`config.mk`:
```
export PLATFORM = sky130hd
export DESIGN_NAME = rsq_sequencer
export DESIGN_NICKNAME = d
export VERILOG_FILES = /design/src/common/rsq_pkg.sv /design/src/verilog/rsq_sequencer.sv
export VERILOG_INCLUDE_DIRS = /design/src /design/src/common
export SDC_FILE = /design/constraint.sdc
export NUM_CORES = 1
export LEC_CHECK = 0
export BUFFER_PORTS_ARGS = -buffer_cell sky130_fd_sc_hd__buf_4
export CORE_UTILIZATION = 30
export CTS_CLUSTER_DIAMETER = 40
export DETAILED_ROUTE_END_ITERATION = 8
export GPL_TIMING_DRIVEN = 0
export SLEW_MARGIN = 20
export SYNTH_ARGS = -nofsm -noshare
export SYNTH_HDL_FRONTEND = slang
export SYNTH_SLANG_ARGS = --single-unit
```
`constraint.sdc`:
```
create_clock -name sys_clk_i -period 2.9 [get_ports sys_clk_i]
set_clock_uncertainty 0.05 [all_clocks]
set_input_delay 0.58 -clock sys_clk_i [delete_from_list [all_inputs] [get_ports sys_clk_i]]
set_output_delay 0.58 -clock sys_clk_i [all_outputs]
set_load 0.05 [all_outputs]
```
`src/common/rsq_defines.svh`:
```
// Constants of the reset and interrupt sequencer: offsets, fields, resets, counts.
// Assumes an 8-bit core with a 13-bit program counter and an APB host.
// Function
// (RULE1) Reset aborts the current instruction immediately
// (RULE2) Reset clears every port direction bit
// (RULE3) Reset loads stack pointer with FF
// (RULE4) Reset sets mask, clears external latch
// (RULE5) Reset clears prescaler, presets counter, clears enables
// (RULE6) Reset clears stop and wait latches
// (RULE7) Reset vector fetched from 1FFE, 1FFF
// (RULE8) Power-up holds 4064 cycles, then pin
// (RULE9) Reset pin is input only
// (RULE10) Other party holds pin low 1.5 cycles
// (RULE11) Interrupts wait for the instruction boundary
// (RULE12) Falling pin with clear mask sets latch
// (RULE13) Timer request is flag and enable
// (RULE14) Push pc low, pc high, X, A, codes
// (RULE15) Return pulls codes, A, X, pc high, low
// (RULE16) External request beats timer request
// (RULE17) Software trap ignores mask, vector 1FFC
// (RULE18) External vector at 1FFA and 1FFB
// (RULE19) Timer sources share vector 1FF8, 1FF9
// (RULE20) Latch cleared during vector fetch
// (RULE21) Edge or edge-plus-level trigger at build
// (RULE22) Stack in top 64 bytes, push decrements
// (RULE23) Pins pass two-stage synchroniser first
`ifndef RSQ_DEFINES_SVH
`define RSQ_DEFINES_SVH
// Register byte offsets on APB
`define RSQ_OFS_CTRL 12'h000
`define RSQ_OFS_TCTRL 12'h004
`define RSQ_OFS_DDR 12'h008
`define RSQ_OFS_STATUS 12'h00C
// Timer control fields
`define RSQ_TC_CAP_EN 7
`define RSQ_TC_CMP_EN 6
`define RSQ_TC_OVF_EN 5
`define RSQ_TC_CMP_OUT 2
`define RSQ_TC_LEVEL 0
// Condition code mask position
`define RSQ_CODES_MASK_BIT 3
// Reset values
`define RSQ_SP_RESET 8'hFF
`define RSQ_STACK_TOP 2'b11
`define RSQ_TIMER_PRESET 16'hFFFC
// Vector addresses (high byte; low byte follows)
`define RSQ_VEC_RESET 13'h1FFE
`define RSQ_VEC_TRAP 13'h1FFC
`define RSQ_VEC_EXT 13'h1FFA
`define RSQ_VEC_TMR 13'h1FF8
// Power-up stabilisation, in internal clock cycles
`define RSQ_POR_CYCLES 12'hFE0
`endif

```
`src/common/rsq_pkg.sv`:
```
// Types of the reset and interrupt sequencer.
// Assumes rsq_defines.svh holds the numbers.
package rsq_pkg;
  // Sequencer states, one-hot
  typedef enum logic [4:0] {
    ST_RST = 5'h01,
    ST_RUN = 5'h02,
    ST_PUSH = 5'h04,
    ST_VEC = 5'h08,
    ST_PULL = 5'h10
  } rsq_state_t;
  // Source of the vector being fetched
  typedef enum logic [1:0] {
    SRC_RESET = 2'h0,
    SRC_TRAP = 2'h1,
    SRC_EXT = 2'h2,
    SRC_TMR = 2'h3
  } rsq_src_t;
endpackage

```
`src/verilog/rsq_sequencer.sv`:
```
// Reset and interrupt sequencer: reset hold, stacking, unstacking, vectors.
// Assumes a core that pauses while cpu_hold_o is high and an async-read memory.
//
// Decided for this implementation: the APB interface to the registers and the register addresses.
`include "rsq_defines.svh"
module rsq_sequencer import rsq_pkg::*; #(
  parameter int DDR_W = 20, // Implemented direction bits
  parameter bit LEVEL_TRIG = 1'b1, // Edge-plus-level trigger when set
  parameter logic [11:0] POR_CYCLES = `RSQ_POR_CYCLES // Power-up hold
) (
  input wire logic sys_clk_i,
  input wire logic sys_rst_i,
  input wire logic rst_pin_n_i,
  input wire logic irq_pin_n_i,
  input wire logic instr_done_i,
  input wire logic software_trap_instr_i,
  input wire logic return_from_trap_instr_i,
  input wire logic cli_i,
  input wire logic sei_i,
  input wire logic stop_i,
  input wire logic wait_i,
  input wire logic [12:0] pc_i,
  input wire logic [7:0] x_i,
  input wire logic [7:0] a_i,
  input wire logic [7:0] condition_codes_i,
  input wire logic capture_flag_i,
  input wire logic compare_flag_i,
  input wire logic overflow_flag_i,
  input wire logic [7:0] mem_rdata_i,
  output logic [12:0] mem_addr_o,
  output logic [7:0] mem_wdata_o,
  output logic mem_wr_o,
  output logic mem_rd_o,
  output logic cpu_abort_o,
  output logic cpu_hold_o,
  output logic pc_load_o,
  output logic [12:0] pc_o,
  output logic restore_o,
  output logic [2:0] restore_sel_o,
  output logic [7:0] restore_data_o,
  output logic mask_o,
  output logic [7:0] sp_o,
  output logic [DDR_W-1:0] ddr_o,
  output logic timer_clear_o,
  output logic timer_load_o,
  output logic [15:0] timer_preset_o,
  output logic capture_irq_enable_o,
  output logic compare_irq_enable_o,
  output logic overflow_irq_enable_o,
  output logic output_level_o,
  output logic compare_output_o,
  output logic stop_latch_o,
  output logic wait_latch_o,
  input wire logic psel_i,
  input wire logic penable_i,
  input wire logic pwrite_i,
  input wire logic [11:0] paddr_i,
  input wire logic [31:0] pwdata_i,
  output logic [31:0] prdata_o,
  output logic pready_o,
  output logic pslverr_o
);

  // Whole state of the block
  typedef struct packed {
    logic rst_s1; // Reset pin, first stage
    logic rst_s2; // Reset pin, second stage
    logic irq_s1; // Interrupt pin, first stage
    logic irq_s2; // Interrupt pin, second stage
    logic irq_d; // Delayed copy for edge detect
    logic [11:0] por_cnt; // Power-up hold counter
    rsq_state_t state; // Sequencer state
    rsq_src_t src; // Vector source
    logic [2:0] step; // Step within a sequence
    logic [7:0] sp; // Stack pointer
    logic mask; // Global interrupt mask
    logic ext_latch; // External request latch
    logic [7:0] hi_byte; // Captured high byte
    logic [12:0] pc; // Program counter to load
    logic pc_load; // Load strobe
    logic restore; // Restore strobe
    logic [2:0] restore_sel; // Restored register index
    logic [7:0] restore_data; // Restored byte
    logic [12:0] mem_addr; // Memory address
    logic [7:0] mem_wdata; // Memory write data
    logic mem_wr; // Memory write
    logic mem_rd; // Memory read
    logic [DDR_W-1:0] ddr; // Port direction bits
    logic [7:0] tctrl; // Timer control bits
    logic stop_latch; // Clocks stopped
    logic wait_latch; // Core waiting
    logic ack; // APB answer pending
    logic [31:0] prdata; // APB read data
    logic slverr; // APB error
  } rsq_regs_t;

  rsq_regs_t r_reg;
  rsq_regs_t r_next;
  logic int_rst; // Internal reset condition
  logic tmr_req; // Qualified-by-enable timer request
  logic ext_pend; // External request pending
  logic ext_fall; // Falling edge of interrupt pin
  logic apb_done; // APB access completes this edge
  logic apb_hit; // Address maps to a register
  logic [31:0] rd_mux; // Read data selection
  logic [12:0] vec_base; // Vector address for source
  // Request terms and decode
  always_comb begin
    // (RULE8) POR hold, pin extends
    int_rst = (r_reg.por_cnt != POR_CYCLES) || !r_reg.rst_s2;
    // (RULE13) Timer flag and enable
    tmr_req = (capture_flag_i && r_reg.tctrl[`RSQ_TC_CAP_EN])
      || (compare_flag_i && r_reg.tctrl[`RSQ_TC_CMP_EN])
      || (overflow_flag_i && r_reg.tctrl[`RSQ_TC_OVF_EN]);
    // (RULE12) Edge seen after sync
    ext_fall = r_reg.irq_d && !r_reg.irq_s2;
    // (RULE21) Level option keeps pending
    ext_pend = r_reg.ext_latch || (LEVEL_TRIG && !r_reg.irq_s2);
    apb_done = psel_i && penable_i && r_reg.ack;
    apb_hit = (paddr_i == `RSQ_OFS_CTRL) || (paddr_i == `RSQ_OFS_TCTRL)
      || (paddr_i == `RSQ_OFS_DDR) || (paddr_i == `RSQ_OFS_STATUS);
    // (RULE19) One vector for timer sources
    case (r_reg.src)
      SRC_RESET: vec_base = `RSQ_VEC_RESET;
      SRC_TRAP: vec_base = `RSQ_VEC_TRAP;
      SRC_EXT: vec_base = `RSQ_VEC_EXT;
      default: vec_base = `RSQ_VEC_TMR;
    endcase
    case (paddr_i)
      `RSQ_OFS_CTRL: rd_mux = {31'h0, r_reg.mask};
      `RSQ_OFS_TCTRL: rd_mux = {24'h0, r_reg.tctrl};
      `RSQ_OFS_DDR: rd_mux = 32'(r_reg.ddr);
      `RSQ_OFS_STATUS: rd_mux = {11'h0, r_reg.state, r_reg.sp, 2'h0,
        r_reg.wait_latch, r_reg.stop_latch, r_reg.mask, tmr_req,
        ext_pend, int_rst};
      default: rd_mux = 32'h0;
    endcase
  end

  // Next state of every register
  always_comb begin
    r_next = r_reg;
    r_next.pc_load = 1'b0;
    r_next.restore = 1'b0;
    r_next.mem_wr = 1'b0;
    r_next.mem_rd = 1'b0;
    // (RULE23) Two-stage pin synchronisers
    r_next.rst_s1 = rst_pin_n_i;
    r_next.rst_s2 = r_reg.rst_s1;
    r_next.irq_s1 = irq_pin_n_i;
    r_next.irq_s2 = r_reg.irq_s1;
    r_next.irq_d = r_reg.irq_s2;
    if (r_reg.por_cnt != POR_CYCLES) begin
      r_next.por_cnt = r_reg.por_cnt + 12'd1;
    end
    // CPU mask instructions and low-power latches
    if (cli_i) begin
      r_next.mask = 1'b0;
    end
    if (sei_i) begin
      r_next.mask = 1'b1;
    end
    if (stop_i) begin
      r_next.stop_latch = 1'b1;
      r_next.mask = 1'b0;
      r_next.tctrl[`RSQ_TC_CAP_EN] = 1'b0;
      r_next.tctrl[`RSQ_TC_CMP_EN] = 1'b0;
      r_next.tctrl[`RSQ_TC_OVF_EN] = 1'b0;
    end
    if (wait_i) begin
      r_next.wait_latch = 1'b1;
      r_next.mask = 1'b0;
    end
    // APB write takes effect on the answering edge
    if (apb_done && pwrite_i) begin
      case (paddr_i)
        `RSQ_OFS_CTRL: r_next.mask = pwdata_i[0];
        `RSQ_OFS_TCTRL: r_next.tctrl = pwdata_i[7:0] & 8'hE5;
        `RSQ_OFS_DDR: r_next.ddr = pwdata_i[DDR_W-1:0];
        default: r_next.tctrl = r_reg.tctrl;
      endcase
    end
    // APB answer one cycle into the access phase
    r_next.ack = psel_i && penable_i && !r_reg.ack;
    if (psel_i && penable_i && !r_reg.ack) begin
      r_next.prdata = pwrite_i ? 32'h0 : rd_mux;
      r_next.slverr = !apb_hit;
    end
    // Sequencer
    case (r_reg.state)
      ST_RST: begin
        // (RULE7) Leave reset into vector fetch
        if (!int_rst) begin
          r_next.state = ST_VEC;
          r_next.src = SRC_RESET;
          r_next.step = 3'd0;
        end
      end
      ST_RUN: begin
        // (RULE11) Checked only at boundaries
        if (instr_done_i) begin
          r_next.step = 3'd0;
          if (return_from_trap_instr_i) begin
            r_next.state = ST_PULL;
          // (RULE17) Trap ignores mask
          end else if (software_trap_instr_i) begin
            r_next.state = ST_PUSH;
            r_next.src = SRC_TRAP;
          // (RULE16) External before timer
          end else if (ext_pend && !r_reg.mask) begin
            r_next.state = ST_PUSH;
            r_next.src = SRC_EXT;
          end else if (tmr_req && !r_reg.mask) begin
            r_next.state = ST_PUSH;
            r_next.src = SRC_TMR;
          end
        end
      end
      ST_PUSH: begin
        // (RULE14) Push pc low, high, X, A, codes
        r_next.mem_wr = 1'b1;
        r_next.mem_addr = {5'h00, r_reg.sp};
        case (r_reg.step)
          3'd0: r_next.mem_wdata = pc_i[7:0];
          3'd1: r_next.mem_wdata = {3'h0, pc_i[12:8]};
          3'd2: r_next.mem_wdata = x_i;
          3'd3: r_next.mem_wdata = a_i;
          default: r_next.mem_wdata = condition_codes_i;
        endcase
        // (RULE22) Decrement within top 64
        r_next.sp = {`RSQ_STACK_TOP, r_reg.sp[5:0] - 6'h01};
        r_next.step = r_reg.step + 3'd1;
        if (r_reg.step == 3'd4) begin
          // (RULE14) Mask set before vector
          r_next.mask = 1'b1;
          r_next.wait_latch = 1'b0;
          if (r_reg.src == SRC_EXT) begin
            r_next.stop_latch = 1'b0;
          end
          r_next.state = ST_VEC;
          r_next.step = 3'd0;
        end
      end
      ST_VEC: begin
        // (RULE18) Vector from source table
        if (r_reg.step != 3'd2) begin
          r_next.mem_rd = 1'b1;
          r_next.mem_addr = vec_base + 13'(r_reg.step);
        end
        if (r_reg.step == 3'd1) begin
          r_next.hi_byte = mem_rdata_i;
        end
        // (RULE20) Latch cleared on fetch
        if (r_reg.step == 3'd0 && r_reg.src == SRC_EXT) begin
          r_next.ext_latch = 1'b0;
        end
        r_next.step = r_reg.step + 3'd1;
        if (r_reg.step == 3'd2) begin
          r_next.pc = {r_reg.hi_byte[4:0], mem_rdata_i};
          r_next.pc_load = 1'b1;
          r_next.state = ST_RUN;
          r_next.step = 3'd0;
        end
      end
      ST_PULL: begin
        // (RULE22) Increment before each pull
        if (r_reg.step != 3'd5) begin
          r_next.mem_rd = 1'b1;
          r_next.sp = {`RSQ_STACK_TOP, r_reg.sp[5:0] + 6'h01};
          r_next.mem_addr = {5'h00, `RSQ_STACK_TOP, r_reg.sp[5:0] + 6'h01};
        end
        // (RULE15) Pull codes, A, X, pc high, low
        if (r_reg.step != 3'd0) begin
          r_next.restore = 1'b1;
          r_next.restore_sel = r_reg.step - 3'd1;
          r_next.restore_data = mem_rdata_i;
        end
        if (r_reg.step == 3'd1) begin
          r_next.mask = mem_rdata_i[`RSQ_CODES_MASK_BIT];
        end
        if (r_reg.step == 3'd4) begin
          r_next.hi_byte = mem_rdata_i;
        end
        r_next.step = r_reg.step + 3'd1;
        if (r_reg.step == 3'd5) begin
          r_next.pc = {r_reg.hi_byte[4:0], mem_rdata_i};
          r_next.pc_load = 1'b1;
          r_next.state = ST_RUN;
          r_next.step = 3'd0;
        end
      end
      default: r_next.state = ST_RST;
    endcase
    // (RULE12) Latch on edge, clear mask
    if (ext_fall && !r_reg.mask) begin
      r_next.ext_latch = 1'b1;
    end
    // (RULE1) Internal reset aborts at once
    if (int_rst) begin
      r_next.state = ST_RST;
      r_next.step = 3'd0;
      r_next.mem_wr = 1'b0;
      r_next.mem_rd = 1'b0;
      r_next.pc_load = 1'b0;
      r_next.restore = 1'b0;
      // (RULE2) Direction bits cleared
      r_next.ddr = '0;
      // (RULE3) Stack pointer reset
      r_next.sp = `RSQ_SP_RESET;
      // (RULE4) Mask set, latch cleared
      r_next.mask = 1'b1;
      r_next.ext_latch = 1'b0;
      // (RULE5) Timer enables and outputs cleared
      r_next.tctrl = 8'h00;
      // (RULE6) Stop and wait released
      r_next.stop_latch = 1'b0;
      r_next.wait_latch = 1'b0;
    end
  end

  // Register the state; sys_rst_i is the power-on reset
  always_ff @(posedge sys_clk_i) begin
    if (sys_rst_i) begin
      r_reg <= '0;
      r_reg.state <= ST_RST;
      r_reg.sp <= `RSQ_SP_RESET;
      r_reg.mask <= 1'b1;
    end else begin
      r_reg <= r_next;
    end
  end

  // Outputs
  assign mem_addr_o = r_reg.mem_addr;
  assign mem_wdata_o = r_reg.mem_wdata;
  assign mem_wr_o = r_reg.mem_wr;
  assign mem_rd_o = r_reg.mem_rd;
  // (RULE9) Reset pin only sensed
  assign cpu_abort_o = (r_reg.state == ST_RST);
  assign cpu_hold_o = (r_reg.state != ST_RUN);
  assign pc_load_o = r_reg.pc_load;
  assign pc_o = r_reg.pc;
  assign restore_o = r_reg.restore;
  assign restore_sel_o = r_reg.restore_sel;
  assign restore_data_o = r_reg.restore_data;
  assign mask_o = r_reg.mask;
  assign sp_o = r_reg.sp;
  assign ddr_o = r_reg.ddr;
  // (RULE5) Prescaler cleared, counter preset
  assign timer_clear_o = cpu_abort_o;
  assign timer_load_o = cpu_abort_o;
  assign timer_preset_o = `RSQ_TIMER_PRESET;
  assign capture_irq_enable_o = r_reg.tctrl[`RSQ_TC_CAP_EN];
  assign compare_irq_enable_o = r_reg.tctrl[`RSQ_TC_CMP_EN];
  assign overflow_irq_enable_o = r_reg.tctrl[`RSQ_TC_OVF_EN];
  assign output_level_o = r_reg.tctrl[`RSQ_TC_LEVEL];
  assign compare_output_o = r_reg.tctrl[`RSQ_TC_CMP_OUT];
  assign stop_latch_o = r_reg.stop_latch;
  assign wait_latch_o = r_reg.wait_latch;
  assign prdata_o = r_reg.prdata;
  assign pready_o = psel_i && penable_i && r_reg.ack;
  assign pslverr_o = pready_o && r_reg.slverr;

  // Reset pin low reaches abort within three cycles
  rst_abort_a: assert property (@(posedge sys_clk_i) disable iff (sys_rst_i) // RULE1
    !r_reg.rst_s2 |=> cpu_abort_o)
    else $error("reset pin did not abort");
  // Reset forces stack pointer, mask, latch, directions
  rst_values_a: assert property (@(posedge sys_clk_i) disable iff (sys_rst_i) // RULE3
    cpu_abort_o && $past(cpu_abort_o) |-> sp_o == 8'hFF && mask_o
      && !r_reg.ext_latch && ddr_o == '0)
    else $error("reset values wrong");
  // Power-up hold keeps abort
  por_hold_a: assert property (@(posedge sys_clk_i) disable iff (sys_rst_i) // RULE8
    r_reg.por_cnt < POR_CYCLES |-> cpu_abort_o)
    else $error("left reset before power-up hold");
  // Push writes five bytes back to back
  push_five_a: assert property (@(posedge sys_clk_i) disable iff (sys_rst_i) // RULE14
    $rose(r_reg.state == ST_PUSH) |=> mem_wr_o [*5] ##1 !mem_wr_o && mask_o)
    else $error("push sequence wrong");
  // Push decrements stack pointer
  push_sp_a: assert property (@(posedge sys_clk_i) disable iff (sys_rst_i) // RULE22
    mem_wr_o |-> sp_o[5:0] == mem_addr_o[5:0] - 6'h01 && sp_o[7:6] == 2'b11)
    else $error("stack pointer not decremented");
  // External wins over timer at boundary
  ext_first_a: assert property (@(posedge sys_clk_i) disable iff (sys_rst_i) // RULE16
    r_reg.state == ST_RUN && instr_done_i && !return_from_trap_instr_i
      && !software_trap_instr_i && ext_pend && !mask_o && !int_rst |=> r_reg.src == SRC_EXT)
    else $error("external request not first");
  // External vector address
  ext_vec_a: assert property (@(posedge sys_clk_i) disable iff (sys_rst_i) // RULE18
    r_reg.state == ST_VEC && r_reg.step == 3'd0 && r_reg.src == SRC_EXT && !int_rst
      |=> mem_rd_o && mem_addr_o == 13'h1FFA ##1 mem_addr_o == 13'h1FFB)
    else $error("external vector address wrong");
  // Latch clear at fetch unless a new edge
  ext_clr_a: assert property (@(posedge sys_clk_i) disable iff (sys_rst_i) // RULE20
    r_reg.state == ST_VEC && r_reg.step == 3'd0 && r_reg.src == SRC_EXT
      && !ext_fall |=> !r_reg.ext_latch)
    else $error("latch not cleared on fetch");
  // Pull restores select 0 first, then select 4 with the load four cycles later
  pull_five_a: assert property (@(posedge sys_clk_i) disable iff (sys_rst_i) // RULE15
    $rose(r_reg.state == ST_PULL) |=> ##1 restore_o && restore_sel_o == 3'd0
      ##4 restore_o && restore_sel_o == 3'd4 && pc_load_o ##1 !restore_o)
    else $error("pull order wrong");

endmodule // rsq_sequencer

```
## Yosys cells after proc, flatten, opt, wreduce, memory -nomap -nowiden

Index checks and enable logic that the tools add are counted.

| operators by class | value |
|---|---|
| add/sub/neg operators | 6 |
| eq/ne operators | 32 |
| muxes and demuxes | 54 |
| bitwise logic cells | 2 |
| reductions and logical operators | 50 |

Operator list:

| cell | count |
|---|---|
| 21-bit case mux with 4 select lines | 1 |
| 13-bit case mux with 3 select lines | 1 |
| 19-bit case mux with 2 select lines | 1 |
| 32-bit two-way mux | 1 |
| 8-bit case mux with 4 select lines | 1 |
| 5-bit two-way mux | 6 |
| 14-bit two-way mux | 2 |
| 13-bit two-way mux | 2 |
| 5-bit case mux with 5 select lines | 1 |
| 12-bit by 4-bit equality test with 1-bit output, second input constant | 2 |
| 7-bit two-way mux | 3 |
| 10-bit two-way mux | 2 |
| 2-bit inequality test, second input constant | 10 |
| 9-bit case mux with 2 select lines | 1 |
| 1-bit two-way mux | 17 |
| 8-bit two-way mux | 2 |
| 8-bit case mux with 2 select lines | 1 |
| 3-bit case mux with 5 select lines | 1 |
| 3-bit AND reduction | 5 |
| 13-bit by 3-bit adder with 13-bit output | 1 |
| 1-bit logical AND | 13 |
| 12-bit by 1-bit adder with 12-bit output, second input constant | 1 |
| 12-bit by 3-bit equality test with 1-bit output, second input constant | 1 |
| 12-bit zero test | 1 |
| 39 further kinds | 67 |

| word-level totals | value |
|---|---|
| register bits | 155 |
| bits of input ports | 106 |
| output and inout bits | 139 |
| word-level logic and storage cells | 174 |

## Longest topological paths before layout

Gate-level depths: netlist of the first run.

| depth | value |
|---|---|
| word-level depth | 10 |
| mapped depth | 9 |
| mapped depth without buffers | 7 |

## Worst setup path after synthesis of the first run

OpenSTA, ideal clock, no wires.

| timing path | value |
|---|---|
| path type | flip-flop to flip-flop |
| from | register r_reg[138] in the netlist's numbering |
| to | register r_reg[134] in the netlist's numbering |
| setup time | 0.121 ns |
| arrival | 2.140 ns |
| data required time | 2.729 ns |
| setup slack | 0.589 ns |
| stages on the path, launching flop included | 6 |
| buffers on the path | 0 |
| clock period less this slack | 2.311 ns |
| path through | dfxtp_1 > nor3_1 > nand3b_1 > or3_1 > nand3_1 > mux2_2 |

| on the way | value |
|---|---|
| cells in the longest elaborated chain, start to end | 3 |
| elaborated cells between the ends (all ways) | 9 |
| classes of those cells | eq/ne (6); mux (1); reduce/logical (2) |

RTL lines:

| what | RTL line | text |
|---|---|---|
| start: declaration | rsq_sequencer.sv:97 | `rsq_regs_t r_reg;` |
| start signal: assignment | rsq_sequencer.sv:329 | `r_reg <= r_next;` |
| 5-bit by 2-bit equality test with 1-bit output / 5-bit by 1-bit equality test with 1-bit output (equally long branches) | rsq_sequencer.sv:190 | `case (r_reg.state)` |
| 4-bit inequality test (no source line) (tied with other cells) | -- |  |
| 5-bit AND reduction (no source line) | -- |  |

Parallel ways exist; a longest one is shown, timed or not.
A chain may end at the register's enable or synchronous reset.

## Worst setup path after layout of the first run

| timing path | value |
|---|---|
| from | register r_reg[131] in the netlist's numbering |
| to | register r_reg, in the netlist restore_data_o[7] |

| on the way | value |
|---|---|
| cells in the longest elaborated chain, start to end | 2 |

RTL lines:

| what | RTL line | text |
|---|---|---|
| 3-bit nonzero test | rsq_sequencer.sv:273 | `if (r_reg.step != 3'd0) begin` |
| 2-bit AND reduction (no source line) | -- |  |

Every way passes these cells.

==> impl_metrics.json, run 1 <==
{
  "netlist_instances": 791,
  "startpoint": "r_reg[131]",
  "timing.rr.start": "r_reg[131]",
  "grt_max_degree": 17,
  "top_layer": "met4",
  "die-area_um2": 23900,
  "cts_root_buf": "clkbuf_16",
  "wl_met3_um": 1150,
  "critPathSlowestCell": "nor2b_1",
  "synthFlopType": "dfxtp_1",
  "synth_edf_count": 0,
  "p_leak_nw": 4.13,
  "core_area_um2": 22800,
  "hold_path.class": "input port to register",
  "whs_ps": 339,
  "fin_area_um2": 9650,
  "fmax_mhz": 400,
  "drt_wl_total_um": 21000,
  "via_count": 6318,
  "place_hpwl_um": 16100,
  "fin_crit_sh_pct": 86.2,
  "wl_per_cell_um": 15.4,
  "maxCapViolCount": 0,
  "worstMarginPinSlew_ps": 797,
  "drc": 0,
  "start_kind": "register",
  "finalSetupTns_ps": 0,
  "wl_met1_um": 9440,
  "vdd.ir_drop.worst_v": 0.000357,
  "synth.ff_latch_count": 135,
  "ios": 245,
  "antenna_found_initial": 0,
  "synthToLayoutAreaGrowth_pct": 37.9,
  "numCtsBuffers": 17,
  "cts_htree_levels": 4,
  "cts.sinks": 135,
  "gp_congestion": 0.838,
  "cpPeakStageDelay_ps": 550,
  "critPathKind": "register to register",
  "grt_pass1_wl_um": 32300,
  "drive_gt1_share_pct": 37.5,
  "initial_utilization_pct": 30.7,
  "clk_transition_reported_paths_ps": 60,
  "overflow": 0,
  "syn_avg_cell_area_um2": 8.84,
  "status": "complete, no violations",
  "route.met2.wl_um": 10300,
  "cp.arrival_ps": 2730,
  "die_y_um": 155,
  "crit_chain": "inv_1 > ha_1 > clkbuf_1 > nor2b_1 > nor2_2 > buf_2 > mux2i_1 > nor2_1",
  "yosysSeqAreaShare_pct": 38.6,
  "finalNetCount": 1156,
  "fp-row-count": 55,
  "rsz0062_at_grt": "no",
  "final_hold_viol_count": 0,
  "setup_ws_ps": 402,
  "grtUsageTotal_pct": 17.5,
  "clk_latency_ps": 420,
  "drv_slew": 0,
  "cp-end-kind": "register",
  "relSlewSlack_pct": 46.4,
  "setup_violations": 0,
  "period_needed_ps": 2500,
  "layoutNonFillerInstCount": 1363,
  "largest_reg_flops": 32,
  "cts_buffer_depth": 2,
  "grt_pass1_vias": 5992,
  "drt_iter0_drc": 404,
  "port-buffer-count": 203,
  "synthDistinctLibCells": 64,
  "diodes": 0,
  "holdCritStartpoint": "wait_i",
  "cts_tree": "done",
  "async_reset_ff_share_pct": 0,
  "cp.required_ps": 3140,
  "drtPass1Iterations": 4,
  "placed_area_um2": 9000,
  "dpl_worst_slack_ps": 132,
  "crit_fanout": 10,
  "yosysWarnings": 0,
  "ant_nets": 0,
  "place_inst": 1332,
  "powerDensity_nw_per_um2": 467,
  "synth_area_um2": 6990,
  "routed_via_density": 4.64,
  "die_x_um": 155
}
==> area by class of cell <==
class,instances,area [µm²]
inverter,17,63.8
clock inverter,11,171
fill,2272,13100
buffer,167,1110
multi-input combinational,497,3220
sequential,135,2700
timing repair buffer,203,1520
clock buffer,20,467
tap,313,392
==> per-layer routing <==
| metal | up-vias | GRT usage (%) |
|---|---|---|
| met5 | - | 0 |
| met4 | 0 | 4.01 |
| met3 | 14 | 4.34 |
| met2 | 181 | 29.8 |
| met1 | 2984 | 22.1 |
| li1 | 3139 | - |
==> synthesized netlist by cell type, types with 7 or more instances <==
cell	instances	area share [%]
dfxtp_1	135	39
a222oi_1	9	1.3
a21oi_1	31	2.2
o211ai_1	15	1.6
o21ai_0	9	0.64
nand2_1	26	1.4
inv_1	17	0.91
clkbuf_1	28	1.5
ha_1	11	2.0
xor2_1	7	0.88
a22oi_1	19	2.0
xnor2_1	7	0.88
mux2_2	15	2.4
nor3_1	16	1.1
mux2i_1	41	5.9
nor2b_1	15	1.3
nand3_1	27	1.9
nor4_1	7	0.63
a211oi_1	16	1.7
buf_2	10	0.72
buf_4	123	13
nor2_1	108	5.8
==> metrics by stage <==
| stage | total power, W | util [%] |
|---|---|---|
| finish | 0.00451 | 42.3 |
| global route | 0.00465 | 42.3 |
| CTS | 0.00455 | 42.3 |
| detailed placement | 0.00222 | 39.5 |
| global placement | 0.00222 | 39.5 |
| floorplan | 0.00208 | - |
==> layout by cell type, fill, tap and decap left out, types with 19 or more instances in the layout <==
cell and count:
conb_1 27, clkbuf_1 28, a22oi_1 19, dfxtp_1 135, mux2i_1 41, nand2_1 26
nand3_1 27, a21oi_1 30, buf_4 326, nor2_1 108
==> path summary, 6_finish.rpt <==
path	endpoint	slack, ps	cells after the start
worst min-delay path	wait_latch_o	340	2
worst min register to register	r_reg[156]	390	1
worst max register to register	restore_data_o[7]	400	8
worst max-delay path	restore_data_o[7]	400	8
==> worst max-delay path: cells and delay by family, from the launching register on <==
kind,cells,cell delay [ps]
adder cells (fa/ha/maj),1,180
AND/OR/NAND/NOR,3,810
buffers and inverters,3,820
flip-flops,1,340
multiplexers,1,170
==> power breakdown <==
| group | leakage, nW | switching, W | internal [W] |
|---|---|---|---|
| sequential | 1.09 | 0.00000514 | 0.00186 |
| clock | 0.297 | 0.000825 | 0.00150 |
| combinational | 2.74 | 0.000174 | 0.000137 |
==> logic make-up (layout without fill, tap and decap cells) <==
| family | count (synthesis) | after routing | synth area share [%] |
|---|---|---|---|
| AND/OR/NAND/NOR | 242 | 242 | 16.8 |
| buffers and inverters | 184 | 418 | 16.8 |
| AO/OA/AOI/OAI | 145 | 145 | 15.1 |
| flip-flops | 135 | 135 | 38.6 |
| multiplexers | 57 | 57 | 8.60 |
| XOR/XNOR | 14 | 14 | 1.75 |
| adder cells (fa/ha/maj) | 12 | 12 | 2.25 |
| other | 2 | 27 | 0.107 |
==> what timing repair did <==
| item | CTS | global route |
|---|---|---|
| resized for setup | 0 | 1 |
| endpoints found under the setup margin | 0 | 8 |
| hold buffers | 0 | 0 |
| setup buffers | 0 | 0 |
No activity file was read; power rests on OpenSTA's default activity.
==> run 2: changes to the inputs <==
Settings changed: PLACE_DENSITY set to 0.5.
==> impl_metrics.json, run 2 (synthesized netlist as in run 1, its figures left out) <==
{
  "period_needed_ps": 2500,
  "fmax_mhz": 401,
  "fp-row-count": 55,
  "die_x_um": 155,
  "drtPass1Iterations": 5,
  "pwr-share-clk_pct": 51.1,
  "cts_buffer_depth": 2,
  "cp.arrival_ps": 2780,
  "gp_congestion": 0.780,
  "setup_violations": 0,
  "p_comb_share_pct": 7.0,
  "routed_via_density": 4.54,
  "relSlewSlack_pct": 47.6,
  "n_fill_cell": 2331,
  "crit_buf_inv": 3,
  "holdBufCountCts": 0,
  "area.sequential_um2": 2700,
  "place_hpwl_um": 16200,
  "crit_chain": "clkbuf_1 > inv_1 > ha_1 > buf_1 > a21oi_2 > a221oi_1 > a211oi_1",
  "wl_per_cell_um": 15.7,
  "overflow": 0,
  "crit_fanout": 10,
  "drive_gt1_share_pct": 37.6,
  "critPathSlowestCell": "dfxtp_1",
  "cp-end-kind": "register",
  "status": "complete, no violations",
  "drc": 0,
  "p_int_w": 0.00342,
  "maxCapViolCount": 0,
  "cts.sinks": 135,
  "final_util_pct": 42.2,
  "cp.required_ps": 3180,
  "placed_area_um2": 9000,
  "via_count": 6199,
  "vdd.ir_drop.worst_v": 0.000386,
  "cts_htree_levels": 4,
  "multiInputGateArea_um2": 3220,
  "switching_share_pct": 23.3,
  "cpPeakStageDelay_ps": 440,
  "p_leak_nw": 4.14,
  "worstMarginPinSlew_ps": 779,
  "synthToLayoutAreaGrowth_pct": 37.6,
  "whs_ps": 322,
  "grtUsageTotal_pct": 18.1,
  "drv_slew": 0,
  "port-buffer-count": 203,
  "grt_max_degree": 17,
  "p_seq_share_pct": 41.9,
  "cts_tree": "done",
  "final_hold_viol_count": 0,
  "numCtsBuffers": 17,
  "fin_area_um2": 9620,
  "ant_nets": 0,
  "largest_reg_flops": 32,
  "cts_root_buf": "clkbuf_16",
  "diodes": 0,
  "drt_wl_total_um": 21400,
  "rsz0062_at_grt": "no",
  "clk_transition_reported_paths_ps": 60,
  "final_cell_mix": "buf_4 (326), dfxtp_1 (135), nor2_1 (108)",
  "initial_utilization_pct": 30.7,
  "die_y_um": 155,
  "clk_latency_ps": 420,
  "p_sw_w": 0.00104,
  "cpLargestDelayFamily": "buffers and inverters",
  "core_area_um2": 22800,
  "die-area_um2": 23900,
  "powerDensity_nw_per_um2": 463,
  "grt_pass1_vias": 5923,
  "drt_iter0_drc": 283,
  "fin_crit_sh_pct": 86.0,
  "start_kind": "register",
  "finalSetupTns_ps": 0,
  "ios": 245,
  "final_common_cell": "buf_4",
  "antenna_found_initial": 1,
  "critPathKind": "register to register",
  "finalNetCount": 1156,
  "hold_path.class": "input port to register",
  "grt_pass1_wl_um": 33100
}
[run 2: changes by cell type in the layout (fill, tap and decap cells not counted), sizes merged]
cell      delta
clkinv       +6
bufinv       -1
clkinvlp     -4
[run 2: metrics by stage]
step | std cells | setup WS, ps | total power (W)
2_1_floorplan | 816 | 589 | 0.00208
3_3_place_gp | 1332 | 179 | 0.00222
3_5_place_dp | 1332 | 139 | 0.00222
4_1_cts | 1364 | 108 | 0.00450
5_1_grt | 1364 | 171 | 0.00461
6_report | 1364 | 405 | 0.00446
[run 2: cell type report]
cell class / count / area share, %
inverter: 17 / 0.663
sequential: 135 / 28.1
clock inverter: 12 / 1.55
timing repair buffer: 203 / 15.8
buffer: 167 / 11.5
multi-input combinational: 497 / 33.4
tap: 313 / 4.07
clock buffer: 20 / 4.85
[run 2: path summary, 6_finish.rpt]
kind | startpoint | end | slack, ps | depth (start not counted)
hold / removal | irq_pin_n_i | r_next[154] | 320 | 2
setup reg to reg | r_reg[133] | mem_wdata_o[2] | 400 | 7
setup / recovery | r_reg[133] | mem_wdata_o[2] | 400 | 7
hold reg to reg | r_next[156] | r_reg[156] | 390 | 1
[run 2: worst register-to-register path: stages, from the launching register on]
cell	delay [ps]
dfxtp_1	440
clkbuf_1	430
inv_1	220
ha_1	240
buf_1	220
a21oi_2	400
a221oi_1	160
a211oi_1	250
[run 2: power groups by stage]
stage | clock network (W) | registers (W) | logic [W]
after floorplan | 0 | 0.00191 | 0.000177
after global placement | 0 | 0.00191 | 0.000311
after detailed placement | 0 | 0.00191 | 0.000312
after CTS | 0.00232 | 0.00187 | 0.000313
after global routing | 0.00240 | 0.00187 | 0.000335
final | 0.00228 | 0.00187 | 0.000312
[run 2: repair_timing]
| action | 4_1_cts | 5_1_grt |
|---|---|---|
| gates resized for setup | 0 | 1 |
| setup buffers | 0 | 0 |
| endpoints found under the setup margin | 0 | 4 |
[run 2: per-layer routing]
metal	vias up	part of all wire [%]	GRT usage (%)
met1	2885	48	24.2
met3	21	3.9	3.45
met5	-	0.080	0
met4	2	1.3	5.47
met2	159	47	29.4
li1	3132	-	-
